--- src/rtl/dfm_regs.svh ---
// Constants of the drive fault monitor: register map, fields, codes and timing.
`ifndef DFM_REGS_SVH
`define DFM_REGS_SVH

// Register byte addresses
`define DFM_CTRL_ADDR 12'h000
`define DFM_STATUS_ADDR 12'h004
`define DFM_CODE_ADDR 12'h008
`define DFM_CYL_ADDR 12'h00c
// Control fields
`define DFM_CTRL_CLEAR_BIT 0
`define DFM_CTRL_PROTECT_BIT 1
`define DFM_CTRL_RESET 32'h0000_0000
// Status fields
`define DFM_STAT_PWR_BIT 0
`define DFM_STAT_DEVICE_CHECK_FLAG_BIT 1
`define DFM_STAT_SEEK_ERROR_FLAG_BIT 2
`define DFM_STAT_SEQ_BIT 3
`define DFM_STAT_READY_BIT 4
// Largest legal cylinder
`define DFM_MAX_CYL 10'd822
// Fault class tags {tag1,tag0}
`define DFM_TAG_SEQ 2'h0
`define DFM_TAG_DEVICE_CHECK_FLAG 2'h1
`define DFM_TAG_SEEK 2'h2
// Sequence codes
`define DFM_SEQ_LOCK 3'h3
`define DFM_SEQ_ACCEL 3'h2
`define DFM_SEQ_ACMP 3'h6
`define DFM_SEQ_ISEEK 3'h7
`define DFM_SEQ_EMERG 3'h5
// Device check codes
`define DFM_DV_CTRL1 3'h1
`define DFM_DV_CTRL2 3'h2
`define DFM_DV_OFFTRK 3'h3
`define DFM_DV_UNSAFE 3'h4
`define DFM_DV_PROT 3'h5
`define DFM_DV_MHEAD 3'h6
`define DFM_DV_EMERG 3'h7
// Seek error codes
`define DFM_SK_RTZ 3'h1
`define DFM_SK_TMO 3'h2
`define DFM_SK_OVR 3'h3
`define DFM_SK_SGB 3'h4
`define DFM_SK_LGB 3'h5
`define DFM_SK_OGB 3'h6
`define DFM_SK_CYL 3'h7
// Timing in native units
`define DFM_ACCEL_S 50
`define DFM_ACMP_S 16
`define DFM_ISEEK_S 4
`define DFM_RTZ_S 4
`define DFM_SEEK_MS 67
`define DFM_CLK_HZ 125000000
// Lamp blink half period of the lower tag (cycles)
`define DFM_BLINK_CYC 62500000

`endif

--- src/rtl/dfm_pkg.sv ---
// Types of the drive fault monitor.
package dfm_pkg;

  // Power-up sequence states, numbered as the drive numbers them
  typedef enum logic [2:0] {
    DFM_ST_IDLE = 3'b000,
    DFM_ST_SPIN = 3'b010,
    DFM_ST_READY = 3'b100,
    DFM_ST_ACMP = 3'b110,
    DFM_ST_ISEEK = 3'b111
  } dfm_seq_t;

  // Encoded fault presented on the status lines
  typedef struct packed {
    logic [1:0] tag;
    logic [2:0] bits;
  } dfm_code_t;

  // Drive sense inputs
  typedef struct packed {
    logic solenoid_current;
    logic speed_ok;
    logic accel_done;
    logic iseek_done;
    logic overheat;
    logic spindle_fault;
    logic illegal_cmd;
    logic write_seq_err;
    logic write_active;
    logic off_track;
    logic write_fail;
    logic multi_head;
    logic seeking;
    logic seek_done;
    logic overshoot;
    logic guard_band;
    logic outer_guard;
    logic track_follow;
    logic rtz_active;
    logic dc_ok;
  } dfm_sense_t;

endpackage : dfm_pkg

--- src/rtl/dfm_monitor.sv ---
// Drive fault monitor: power-up supervision, fault coding, lamps and APB access.
//
// Overview of operation
// - Fault class on two tags, three bits, lamps
// - Sequence fault: tag1 low, tag0 blinks, state
// - No solenoid current in state 2: lock check
// - Speed below 94 percent after 50 s
// - First acceleration unfinished after 16 s
// - Initial seek unfinished after 4 s
// - Overheat or sensor fault when ready: emergency
// - Illegal command when busy: device check 1
// - Bad write sequence: device check 2
// - Off track while writing: off-track check
// - Write driver failure: write unsafe check
// - Write while protected: write protect check
// - Several heads selected while writing: multiple head
// - Seek tag set; return-to-zero over 4 s
// - Seek over 67 ms: seek timeout
// - Overshoot to wrong cylinder: overshoot check
// - Guard band during seek: seek guard check
// - Guard band while following: linear guard check
// - Outer guard during return-to-zero: outer check
// - Cylinder above 822 raises illegal cylinder
// - Drop power good when supply is low
//
// The APB slave port and the placing of the registers were chosen for this implementation.
`timescale 1ns/1ps
`include "dfm_regs.svh"

module dfm_monitor #(
  parameter longint CLK_HZ = `DFM_CLK_HZ,
  parameter longint ACCEL_CYC = `DFM_ACCEL_S * `DFM_CLK_HZ,
  parameter longint ACMP_CYC = `DFM_ACMP_S * `DFM_CLK_HZ,
  parameter longint ISEEK_CYC = `DFM_ISEEK_S * `DFM_CLK_HZ,
  parameter longint RTZ_CYC = `DFM_RTZ_S * `DFM_CLK_HZ,
  parameter longint SEEK_CYC = (`DFM_SEEK_MS * `DFM_CLK_HZ) / 1000,
  parameter longint BLINK_CYC = `DFM_BLINK_CYC
) (
  // Clock and reset
  input wire logic core_clk_i,
  input wire logic resetn_i,
  // APB slave
  input wire logic psel_i,
  input wire logic penable_i,
  input wire logic pwrite_i,
  input wire logic [11:0] paddr_i,
  input wire logic [31:0] pwdata_i,
  output logic [31:0] prdata_o,
  output logic pready_o,
  output logic pslverr_o,
  // Drive sense pins (asynchronous)
  input wire dfm_pkg::dfm_sense_t sense_i,
  input wire logic protect_switch_i,
  // Status toward the control unit
  output dfm_pkg::dfm_code_t fault_o,
  output logic [4:0] fault_lamp_o,
  output logic device_check_flag_o,
  output logic seek_error_flag_o,
  output logic power_good_flag_o,
  output logic ready_o
);
  import dfm_pkg::*;

  ////////////////////////////////////////////////////////////////////////////
  // Input synchronisers
  dfm_sense_t sense_m; // First stage, read only by the second
  dfm_sense_t sn; // Synchronised sense
  logic prot_m;
  logic prot_s;

  // Two-flop sync of every pin
  always_ff @(posedge core_clk_i)
  begin
    sense_m <= sense_i;
    sn <= sense_m;
    prot_m <= protect_switch_i;
    prot_s <= prot_m;
  end

  ////////////////////////////////////////////////////////////////////////////
  // Registers
  logic clear_req; // One-cycle software clear
  logic sw_protect; // Software protect from the control register
  logic [9:0] cylinder_address_value; // Loaded cylinder
  logic cyl_load; // Cylinder written this cycle
  dfm_code_t code_q; // Held fault code
  logic fault_valid; // A fault is latched
  dfm_seq_t seq; // Sequence state
  logic apb_acc;

  assign apb_acc = psel_i & penable_i;
  // Zero wait states, so the slave is always ready
  assign pready_o = 1'b1;

  // Unmapped address answered with error
  always_comb
  begin
    pslverr_o = 1'b0;
    if (apb_acc && !(paddr_i == `DFM_CTRL_ADDR || paddr_i == `DFM_STATUS_ADDR
        || paddr_i == `DFM_CODE_ADDR || paddr_i == `DFM_CYL_ADDR))
      pslverr_o = 1'b1;
  end

  // Control writes
  always_ff @(posedge core_clk_i)
  begin
    if (!resetn_i)
    begin
      clear_req <= 1'b0;
      sw_protect <= 1'b0;
      cylinder_address_value <= 10'h000;
      cyl_load <= 1'b0;
    end
    else
    begin
      clear_req <= 1'b0;
      cyl_load <= 1'b0;
      if (apb_acc && pwrite_i && paddr_i == `DFM_CTRL_ADDR)
      begin
        clear_req <= pwdata_i[`DFM_CTRL_CLEAR_BIT];
        sw_protect <= pwdata_i[`DFM_CTRL_PROTECT_BIT];
      end
      if (apb_acc && pwrite_i && paddr_i == `DFM_CYL_ADDR)
      begin
        cylinder_address_value <= pwdata_i[9:0];
        cyl_load <= 1'b1;
      end
    end
  end

  // Read data registered in the setup phase
  always_ff @(posedge core_clk_i)
  begin
    if (!resetn_i)
      prdata_o <= 32'h0000_0000;
    else if (psel_i && !penable_i && !pwrite_i)
    begin
      unique case (paddr_i)
        `DFM_CTRL_ADDR: prdata_o <= {30'h0, sw_protect, 1'b0};
        `DFM_STATUS_ADDR: prdata_o <= {27'h0, ready_o, fault_valid && code_q.tag == `DFM_TAG_SEQ,
                                      seek_error_flag_o, device_check_flag_o, power_good_flag_o};
        `DFM_CODE_ADDR: prdata_o <= {26'h0, fault_valid, code_q};
        `DFM_CYL_ADDR: prdata_o <= {22'h0, cylinder_address_value};
        default: prdata_o <= 32'h0000_0000;
      endcase
    end
  end

  ////////////////////////////////////////////////////////////////////////////
  // Power-up sequence and its timer
  logic [39:0] seq_cnt; // Cycles in current state
  logic seq_fail;
  logic [2:0] seq_code;

  always_comb
  begin
    seq_fail = 1'b0;
    seq_code = 3'h0;
    unique case (seq)
      DFM_ST_SPIN:
      begin
        if (!sn.solenoid_current)
        begin
          seq_fail = 1'b1;
          seq_code = `DFM_SEQ_LOCK;
        end
        else if (!sn.speed_ok && seq_cnt >= 40'(ACCEL_CYC))
        begin
          seq_fail = 1'b1;
          seq_code = `DFM_SEQ_ACCEL;
        end
      end
      DFM_ST_ACMP:
        if (!sn.accel_done && seq_cnt >= 40'(ACMP_CYC))
        begin
          seq_fail = 1'b1;
          seq_code = `DFM_SEQ_ACMP;
        end
      DFM_ST_ISEEK:
        if (!sn.iseek_done && seq_cnt >= 40'(ISEEK_CYC))
        begin
          seq_fail = 1'b1;
          seq_code = `DFM_SEQ_ISEEK;
        end
      DFM_ST_READY:
        if (sn.overheat || sn.spindle_fault)
        begin
          seq_fail = 1'b1;
          seq_code = `DFM_SEQ_EMERG;
        end
      default: ;
    endcase
  end

  // Sequence steps; any failure falls back to idle (not ready)
  always_ff @(posedge core_clk_i)
  begin
    if (!resetn_i)
    begin
      seq <= DFM_ST_IDLE;
      seq_cnt <= 40'h0;
    end
    else if (!sn.dc_ok || seq_fail || fault_valid)
    begin
      seq <= DFM_ST_IDLE;
      seq_cnt <= 40'h0;
    end
    else
    begin
      seq_cnt <= seq_cnt + 40'h1;
      unique case (seq)
        DFM_ST_IDLE:
        begin
          seq <= DFM_ST_SPIN;
          seq_cnt <= 40'h0;
        end
        DFM_ST_SPIN:
          if (sn.speed_ok)
          begin
            seq <= DFM_ST_ACMP;
            seq_cnt <= 40'h0;
          end
        DFM_ST_ACMP:
          if (sn.accel_done)
          begin
            seq <= DFM_ST_ISEEK;
            seq_cnt <= 40'h0;
          end
        DFM_ST_ISEEK:
          if (sn.iseek_done)
          begin
            seq <= DFM_ST_READY;
            seq_cnt <= 40'h0;
          end
        DFM_ST_READY: ;
        default: seq <= DFM_ST_IDLE;
      endcase
    end
  end

  assign ready_o = (seq == DFM_ST_READY);
  // Supply sensing drives the power good line directly
  assign power_good_flag_o = sn.dc_ok;

  ////////////////////////////////////////////////////////////////////////////
  // Seek and return-to-zero timers
  logic [39:0] seek_cnt;
  logic [39:0] rtz_cnt;

  always_ff @(posedge core_clk_i)
  begin
    if (!resetn_i)
    begin
      seek_cnt <= 40'h0;
      rtz_cnt <= 40'h0;
    end
    else
    begin
      seek_cnt <= sn.seeking ? seek_cnt + 40'h1 : 40'h0;
      rtz_cnt <= sn.rtz_active ? rtz_cnt + 40'h1 : 40'h0;
    end
  end

  ////////////////////////////////////////////////////////////////////////////
  // Device check and seek error detection, priority top down
  logic dv_fail;
  logic [2:0] dv_code;
  logic sk_fail;
  logic [2:0] sk_code;
  logic protected_now;

  assign protected_now = prot_s | sw_protect;

  always_comb
  begin
    dv_fail = 1'b1;
    dv_code = 3'h0;
    if (seq == DFM_ST_READY && (sn.overheat || sn.spindle_fault))
      dv_code = `DFM_DV_EMERG;
    else if (sn.illegal_cmd && (!ready_o || sn.seeking || sn.rtz_active
             || seek_error_flag_o))
      dv_code = `DFM_DV_CTRL1;
    else if (sn.write_seq_err)
      dv_code = `DFM_DV_CTRL2;
    else if (sn.write_active && sn.off_track)
      dv_code = `DFM_DV_OFFTRK;
    else if (sn.write_active && sn.write_fail)
      dv_code = `DFM_DV_UNSAFE;
    else if (sn.write_active && protected_now)
      dv_code = `DFM_DV_PROT;
    else if (sn.write_active && sn.multi_head)
      dv_code = `DFM_DV_MHEAD;
    else
      dv_fail = 1'b0;
  end

  always_comb
  begin
    sk_fail = 1'b1;
    sk_code = 3'h0;
    if (cylinder_address_value > `DFM_MAX_CYL)
      sk_code = `DFM_SK_CYL;
    else if (sn.rtz_active && rtz_cnt >= 40'(RTZ_CYC))
      sk_code = `DFM_SK_RTZ;
    else if (sn.seeking && seek_cnt >= 40'(SEEK_CYC))
      sk_code = `DFM_SK_TMO;
    else if (sn.seek_done && sn.overshoot)
      sk_code = `DFM_SK_OVR;
    else if (sn.rtz_active && sn.outer_guard)
      sk_code = `DFM_SK_OGB;
    else if (sn.seeking && sn.guard_band)
      sk_code = `DFM_SK_SGB;
    else if (sn.track_follow && sn.guard_band)
      sk_code = `DFM_SK_LGB;
    else
      sk_fail = 1'b0;
  end

  ////////////////////////////////////////////////////////////////////////////
  // Fault latch: first fault held; a new fault beats a clear
  always_ff @(posedge core_clk_i)
  begin
    if (!resetn_i)
    begin
      fault_valid <= 1'b0;
      code_q <= '0;
    end
    else if (!fault_valid && (seq_fail || dv_fail || sk_fail))
    begin
      fault_valid <= 1'b1;
      if (dv_fail && dv_code == `DFM_DV_EMERG)
        code_q <= '{tag: `DFM_TAG_SEQ, bits: `DFM_SEQ_EMERG};
      else if (seq_fail)
        code_q <= '{tag: `DFM_TAG_SEQ, bits: seq_code};
      else if (dv_fail)
        code_q <= '{tag: `DFM_TAG_DEVICE_CHECK_FLAG, bits: dv_code};
      else
        code_q <= '{tag: `DFM_TAG_SEEK, bits: sk_code};
    end
    else if (clear_req && !(seq_fail || dv_fail || sk_fail))
    begin
      fault_valid <= 1'b0;
      code_q <= '0;
    end
  end

  ////////////////////////////////////////////////////////////////////////////
  // Blink of the lower tag for sequence faults
  logic [31:0] blink_cnt;
  logic blink;

  always_ff @(posedge core_clk_i)
  begin
    if (!resetn_i)
    begin
      blink_cnt <= 32'h0;
      blink <= 1'b0;
    end
    else if (blink_cnt >= 32'(BLINK_CYC - 1))
    begin
      blink_cnt <= 32'h0;
      blink <= ~blink;
    end
    else
      blink_cnt <= blink_cnt + 32'h1;
  end

  // Outputs registered; lamps mirror status lines
  always_ff @(posedge core_clk_i)
  begin
    if (!resetn_i)
    begin
      fault_o <= '0;
      fault_lamp_o <= 5'h00;
      device_check_flag_o <= 1'b0;
      seek_error_flag_o <= 1'b0;
    end
    else
    begin
      fault_o <= code_q;
      fault_lamp_o <= code_q;
      if (fault_valid && code_q.tag == `DFM_TAG_SEQ)
      begin
        fault_o.tag <= {1'b0, blink};
        fault_lamp_o[4:3] <= {1'b0, blink};
      end
      device_check_flag_o <= fault_valid && code_q.tag == `DFM_TAG_DEVICE_CHECK_FLAG;
      seek_error_flag_o <= fault_valid && code_q.tag == `DFM_TAG_SEEK;
    end
  end

  ////////////////////////////////////////////////////////////////////////////
  // Assertions
  property p_cyl;
    @(posedge core_clk_i) disable iff (!resetn_i)
    (cylinder_address_value > `DFM_MAX_CYL && !fault_valid) |=> fault_valid;
  endproperty
  a_cyl: assert property (p_cyl) else $error("illegal cylinder not latched");

  property p_hold;
    @(posedge core_clk_i) disable iff (!resetn_i)
    (fault_valid && !clear_req) |=> (fault_valid && $stable(code_q));
  endproperty
  a_hold: assert property (p_hold) else $error("fault code changed");

  property p_seq_tag;
    @(posedge core_clk_i) disable iff (!resetn_i)
    (fault_valid && code_q.tag == `DFM_TAG_SEQ) ##1 fault_valid |-> !fault_o.tag[1];
  endproperty
  a_seq_tag: assert property (p_seq_tag) else $error("upper tag high");

  property p_lock;
    @(posedge core_clk_i) disable iff (!resetn_i)
    (seq == DFM_ST_SPIN && !sn.solenoid_current && !fault_valid)
      |=> code_q.bits == `DFM_SEQ_LOCK;
  endproperty
  a_lock: assert property (p_lock) else $error("lock check missed");

  property p_pwr;
    @(posedge core_clk_i) disable iff (!resetn_i)
    !sn.dc_ok |-> !power_good_flag_o ##1 (seq == DFM_ST_IDLE);
  endproperty
  a_pwr: assert property (p_pwr) else $error("power good wrong");

  property p_dv;
    @(posedge core_clk_i) disable iff (!resetn_i)
    (fault_valid && code_q.tag == `DFM_TAG_DEVICE_CHECK_FLAG) |=> device_check_flag_o;
  endproperty
  a_dv: assert property (p_dv) else $error("device check not flagged");

  property p_sk;
    @(posedge core_clk_i) disable iff (!resetn_i)
    (fault_valid && code_q.tag == `DFM_TAG_SEEK) |=> fault_o.tag == `DFM_TAG_SEEK;
  endproperty
  a_sk: assert property (p_sk) else $error("seek tag wrong");

  property p_prot;
    @(posedge core_clk_i) disable iff (!resetn_i)
    (!fault_valid && sn.write_active && protected_now && !sn.off_track
     && !sn.write_fail && !sn.illegal_cmd && !sn.write_seq_err && !seq_fail)
      |=> code_q.bits == `DFM_DV_PROT;
  endproperty
  a_prot: assert property (p_prot) else $error("protect check missed");

  property p_ready_emerg;
    @(posedge core_clk_i) disable iff (!resetn_i)
    (ready_o && sn.overheat) |=> !ready_o;
  endproperty
  a_ready_emerg: assert property (p_ready_emerg) else $error("still ready");

  c_ready: cover property (@(posedge core_clk_i) disable iff (!resetn_i) ready_o);
  c_seq: cover property (@(posedge core_clk_i) disable iff (!resetn_i)
    fault_valid && code_q.tag == `DFM_TAG_SEQ);
  c_dv: cover property (@(posedge core_clk_i) disable iff (!resetn_i) device_check_flag_o);
  c_sk: cover property (@(posedge core_clk_i) disable iff (!resetn_i) seek_error_flag_o);

endmodule : dfm_monitor

--- config.mk ---
export PLATFORM = sky130hd
export DESIGN_NAME = dfm_monitor
export DESIGN_NICKNAME = d
export VERILOG_FILES = /design/src/rtl/dfm_pkg.sv /design/src/rtl/dfm_monitor.sv
export VERILOG_INCLUDE_DIRS = /design/src /design/src/rtl
export SDC_FILE = /design/constraint.sdc
export NUM_CORES = 1
export LEC_CHECK = 0
export ABC_AREA = 1
export BUFFER_PORTS_ARGS = -buffer_cell sky130_fd_sc_hd__buf_2
export CAP_MARGIN = 0
export CELL_PAD_IN_SITES_DETAIL_PLACEMENT = 2
export CELL_PAD_IN_SITES_GLOBAL_PLACEMENT = 2
export CORE_ASPECT_RATIO = 0.5
export CORE_UTILIZATION = 35
export CTS_BUF_LIST = sky130_fd_sc_hd__clkbuf_4
export CTS_CLUSTER_SIZE = 20
export DETAILED_ROUTE_END_ITERATION = 8
export PLACE_DENSITY_LB_ADDON = 0.05
export SKIP_LAST_GASP = 1
export SLEW_MARGIN = 0
export SYNTH_ARGS = -nofsm -noshare
export SYNTH_HDL_FRONTEND = slang
export SYNTH_SLANG_ARGS = --single-unit
--- constraint.sdc ---
create_clock -name core_clk_i -period 2.61 [get_ports core_clk_i]
set_clock_uncertainty 0.15 [all_clocks]
set_input_delay 0.3915 -clock core_clk_i [delete_from_list [all_inputs] [get_ports core_clk_i]]
set_output_delay 0.3915 -clock core_clk_i [all_outputs]
set_load 0.05 [all_outputs]
Yosys cells after proc, flatten, opt, wreduce, memory -nomap -nowiden

Index checks and enable logic that the tools add are counted.

$add $sub $neg: 4
$lt $le $gt $ge: 7
Eq/ne operators: 13
Muxes and demuxes: 59
Bitwise logic cells: 5
Reduce and logical (&&, ||, !) cells: 58

Operator list:

| kind                                                                    | count |
|---|---|
| 40-bit case mux with 4 select lines                                     | 1 |
| 40-bit by 1-bit adder with 40-bit output, second input constant         | 3 |
| 40-bit 2-to-1 mux                                                       | 3 |
| 40-bit by 29-bit >= comparator with 1-bit output, second input constant | 2 |
| 3-bit 2-to-1 mux                                                        | 20 |
| 40-bit by 23-bit >= comparator with 1-bit output, second input constant | 1 |
| 40-bit by 31-bit >= comparator with 1-bit output, second input constant | 1 |
| 40-bit by 33-bit >= comparator with 1-bit output, second input constant | 1 |
| 10-bit case mux with 4 select lines                                     | 1 |
| 32-bit by 1-bit adder with 32-bit output, second input constant         | 1 |
| 32-bit by 26-bit >= comparator with 1-bit output, second input constant | 1 |
| 5-bit 2-to-1 mux                                                        | 6 |
| 1-bit logical AND                                                       | 27 |
| 12-bit by 4-bit equality test with 1-bit output, second input constant  | 2 |
| 1-bit 2-to-1 mux                                                        | 22 |
| 3-bit case mux with 5 select lines                                      | 1 |
| 12-bit by 3-bit equality test with 1-bit output, second input constant  | 1 |
| 3-bit equality test, second input constant                              | 4 |
| 12-bit zero test                                                        | 1 |
| 3-bit case mux with 4 select lines                                      | 1 |
| 1-bit logical OR                                                        | 11 |
| 10-bit > comparator, second input constant                              | 1 |
| 1-bit zero test                                                         | 10 |
| 2-bit 2-to-1 mux                                                        | 3 |
| other kinds (14)                                                        | 21 |

Register bits: 260
Input bits: 70
Output and inout bits: 48
Logic and storage cells: 206

Logic depth before layout (Yosys ltp)

Word-level depth: 14
Depth in mapped cells: 17
Mapped depth without buffers: 17

Worst setup path after synthesis

Ideal clock, no wire load.

Kind: input to output
Start: input paddr_i[7]
End: output pslverr_o
Arrival time: 1.947 ns
Required time: 2.069 ns
Path slack: 0.122 ns
Cell stages on the path: 8
Cells stage by stage: nor2_1 nand2_1 inv_1 nand2_1 nor4_1 a31oi_1 nand3_1 nor3_1

Cells in the longest elaborated chain, start to end: 7

Ends and longest elaborated chain:

| what                                                                                | RTL line          | source |
|---|---|---|
| start, declared                                                                     | dfm_monitor.sv:46 | `input wire logic [11:0] paddr_i,` |
| 12-bit by 3-bit equality test with 1-bit output or 12-bit zero test (tied branches) | --                |  |
| 1-bit logical OR (no line) (2 in a row)                                             | --                |  |
| 1-bit logical OR (no line) (*)                                                      | --                |  |
| 1-bit zero test (*)                                                                 | dfm_monitor.sv:99 | `` if (apb_acc && !(paddr_i == `DFM_CTRL_ADDR \|\| paddr_i == `DFM_STATUS_ADDR `` |
| 1-bit logical AND (*)                                                               | dfm_monitor.sv:99 |  |
| 1-bit 2-to-1 mux (*)                                                                | dfm_monitor.sv:99 |  |
| end, declared                                                                       | dfm_monitor.sv:50 | `output logic pslverr_o,` |

Every way passes the cells marked *; elsewhere a longest branch is shown, timed or not.

Worst setup path after layout

Start: register seq_cnt[23]
End: register seq_cnt[11]

Cells in the longest elaborated chain, start to end: 8

Ends and longest elaborated chain:

| what                                             | RTL line           | source |
|---|---|---|
| start, declared                                  | dfm_monitor.sv:151 | `logic [39:0] seq_cnt;` |
| start signal, assigned                           | dfm_monitor.sv:210 | `seq_cnt <= seq_cnt + 40'h1;` |
| 40-bit by 33-bit >= comparator with 1-bit output | dfm_monitor.sv:167 | `else if (!sn.speed_ok && seq_cnt >= 40'(ACCEL_CYC))` |
| 1-bit logical AND                                | dfm_monitor.sv:167 |  |
| 1-bit 2-to-1 mux                                 | dfm_monitor.sv:167 |  |
| 1-bit 2-to-1 mux                                 | dfm_monitor.sv:162 | `if (!sn.solenoid_current)` |
| 1-bit case mux with 4 select lines (*)           | dfm_monitor.sv:159 | `unique case (seq)` |
| 1-bit logical OR (*) (2 in a row)                | dfm_monitor.sv:203 | `else if (!sn.dc_ok \|\| seq_fail \|\| fault_valid)` |
| 2-bit OR reduction (no line) (*)                 | --                 |  |

Marks and branches as above.
A chain may end at the register's enable or synchronous reset.

==> results.tsv <==
stage	metric	value	unit
layout	layout-area-overhead-vs-synth	19.6	%
global_routing	track_usage	22.5	%
yosys	ys_ff_latch	233	
yosys	synth_edf_count	0	
sta	setup_ws	0.154	ns
yosys	syn_area	0.0111	mm^2
layout	final_net_count	1782	
cts	clkSinkCount	233	
yosys	async_flop_share	0	%
critical_path	critPathCaptureType	flop	
power	power.leakage	5.14	nW
layout	drive_above_1_share	17.5	%
cts	cts_buffers	58	
detailed_routing	top_layer_used	met4	
cts	cts_tree	built	
critical_path	slowest_delay	0.50	ns
layout	fin_util	43.2	%
place	post-dp-hpwl	25200	um
sta	drv_slew	0	
detailed_routing	drtPass1Iterations	5	
yosys	synthDistinctLibCells	52	
die	core_area	0.0307	mm^2
run_status	status	finished, final reports clean	
detailed_routing	wl	36100	um
yosys	synth_cells	1525	
power	p_per_area	541	mW/mm^2
global_routing	gr-total-overflow	0	
sta	final.period_utilization	94.1	%
cts	cts_root_buffer	clkbuf_4	
yosys	avgSynthCellArea	7.28	um^2
yosys	ys_warn_count	0	
place	dpl.cell_count	2018	
sta	max_slew.worst_pin.slew	0.728	ns
yosys	yosysSeqAreaShare	42.0	%
global_routing	grt_antenna_before_repair	1	
die	die-area	0.0325	mm^2
global_routing	grt_max_degree	24	
power	ir_worst_vdd	0.248	mV
place	gp_routability_congestion	0.858	
critical_path	critPathMaxFanout	7	
power	total_power	7.19	mW
detailed_routing	routedWlPerCell	16.6	um
job	maxCapViolCount	0	
critical_path	worstSetupPathType	reg -> reg	
sta	finalHoldViolCount	0	
cts	clk_pin_slew	0.07	ns
layout	final_common_cell	nand2_1	
cts	clock_latency	0.75	ns
worst_hold_path	min-delay-path-class	in -> reg	
sta	slew_headroom	51.4	%
layout	stdcell_count	2169	
critical_path	worstPathRequired	3.12	ns
detailed_routing	wl_met2	18400	um
die	num_rows	45	
detailed_routing	drt-met1-wl	15800	um
global_routing	grt_first_pass_wirelength	58900	um
place	detailedPlace.worstSlack	0.0540	ns
die	io_pins	118	
global_routing	grt_pass1_vias	11800	
sta	max_freq	407	MHz
layout	regArea	0.00467	mm^2
layout	layout_common_cells	nand2_1, dfxtp_1, inv_1	
detailed_routing	drt_iter0_markers	314	
detailed_routing	wl_met3	1060	um
layout	fillers	3702	
critical_path	cp_cell_sequence	nor2_1 > nand2_1 > nor2_1 > nand3_1 > nand2_1 > nand2_1 > nand2_1 > nand2_1 > nand3_2 > nor2_4 > nand4_4 > nor2_2 > and3_1	
die	die_h	128	um
sta	setup_viol	0	
cts	htree_num_levels	2	
cts	cts_max_path_buffers	3	
critical_path	crit_path_top_delay_cell	dfxtp_1	
sta	rsz0062_at_grt	yes	
critical_path	critical_path.most_common_cell	nand2_1	
critical_path	setup.worst_path.start_class	flop	
die	start_util	36.1	%
critical_path	cp.arrival	2.97	ns
place	port_buffers	72	
layout	multi_input_area	0.00549	mm^2
detailed_routing	viasPerCell	4.90	
detailed_routing	vias	10600	
detailed_routing	drc	0	
yosys	synth_flop_cell	dfxtp_1	
detailed_routing	ant_nets	0	
die	chipWidth	254	um
sta	post-route-min-period	2.46	ns
state kept, by name (all words and copies together) (netlist names), 3 cells and up:
register,flops
seq,3
blink_cnt,32
seq_cnt,40
sn,19
rtz_cnt,40
sense_m,20
fault_lamp_o,5
cylinder_address_value,10
seek_cnt,40
code_q,5
prdata_o,10
timing repair:
action | 4_1_cts | 5_1_grt
endpoints found under the setup margin | 0 | 43
hold buffers | 37 | 0
resized for setup | 0 | 37
setup buffers | 0 | 13
endpoints found under the hold margin | 53 | 0
per-stage QoR:
| step | instance area, um^2 | hold slack (ns) | TNS (ns) |
|---|---|---|---|
| 3_3_place_gp | 12000 | 0.162 | 0 |
| 5_1_grt | 13300 | 0.0546 | -0.243 |
| 4_1_cts | 13100 | 0.0380 | 0 |
| 6_report | 13300 | 0.126 | 0 |
| 2_1_floorplan | 11200 | 0.160 | 0 |
| 3_5_place_dp | 12000 | 0.165 | 0 |
synth_stat cells, types with 3 or more instances:
cell      number  area [um^2]
ha_1           7         87.6
nand2_2       12         75.1
o21ai_1        5         25.0
nor3_1        81          405
nand4_1       29          181
nor2_2        15         93.8
xnor2_1        8         70.1
nor2_4        13          146
and3_1         8         50.1
nor2_1       201          754
o21ai_0       63          315
inv_1        214          803
nand2_1      265          995
o21a_1         6         45.0
nor4_2         4         50.1
nand3_1       80          400
inv_2          9         33.8
o21bai_1       3         22.5
nor3b_1        7         52.6
nor3b_2        3         37.5
nand3_2        8         80.1
dfxtp_1      233         4660
o22ai_1        5         31.3
clkbuf_1      14         52.6
o211ai_1       3         22.5
nor4_1        23          144
xor2_1        36          315
buf_2          8         40.0
buf_4         28          210
a211oi_1       5         37.5
nor3_2        17          170
a21oi_1       81          405
a31oi_1        5         31.3
metal layers:
layer,vias to the layer above,track usage (%)
li1,5263,-
met1,5174,25.9
met2,128,41.8
met3,57,4.37
met4,0,7.05
met5,-,0
worst max-delay path: cells and delay by family, from the launching register on:
kind | cells | cell delay, ns
DFF | 1 | 0.50
and+or+nand+nor | 13 | 1.75
power by group:
group | internal (mW) | total [mW] | switching (mW)
Combinational | 0.116 | 0.377 | 0.260
Clock | 1.51 | 3.18 | 1.67
Sequential | 3.61 | 3.64 | 0.0324
path summary, 6_finish.rpt:
path | startpoint | end | slack, ns | depth (start not counted)
min | sense_i[7] | sense_m[7] | 0.13 | 2
max | seq_cnt[23] | seq_cnt[11] | 0.15 | 13
min reg2reg | sense_m[8] | sn[8] | 0.18 | 0
max reg2reg | seq_cnt[23] | seq_cnt[11] | 0.15 | 13
logic make-up (layout without fill, tap and decap cells):
logic type / count (synthesis) / count (layout) / share of synthesized area [%]
buffers and inverters: 276 / 469 / 10.5
AND/OR/NAND/NOR: 778 / 778 / 34.0
adder cells (fa/ha/maj): 7 / 7 / 0.788
XOR/XNOR: 44 / 44 / 3.47
AO/OA/AOI/OAI: 185 / 185 / 9.21
flip-flops: 233 / 233 / 42.0
other: 2 / 30 / 0.0676
area by class of cell:
class / count / share of cell area (%)
multi-input combinational: 1043 / 41.3
sequential: 233 / 35.2
timing repair buffer: 145 / 7.85
inverter: 224 / 6.33
clock buffer: 80 / 4.52
tap: 423 / 3.98
clock inverter: 20 / 0.829
antenna: 1 / 0.0188
Power figures use the tool's default switching activity.
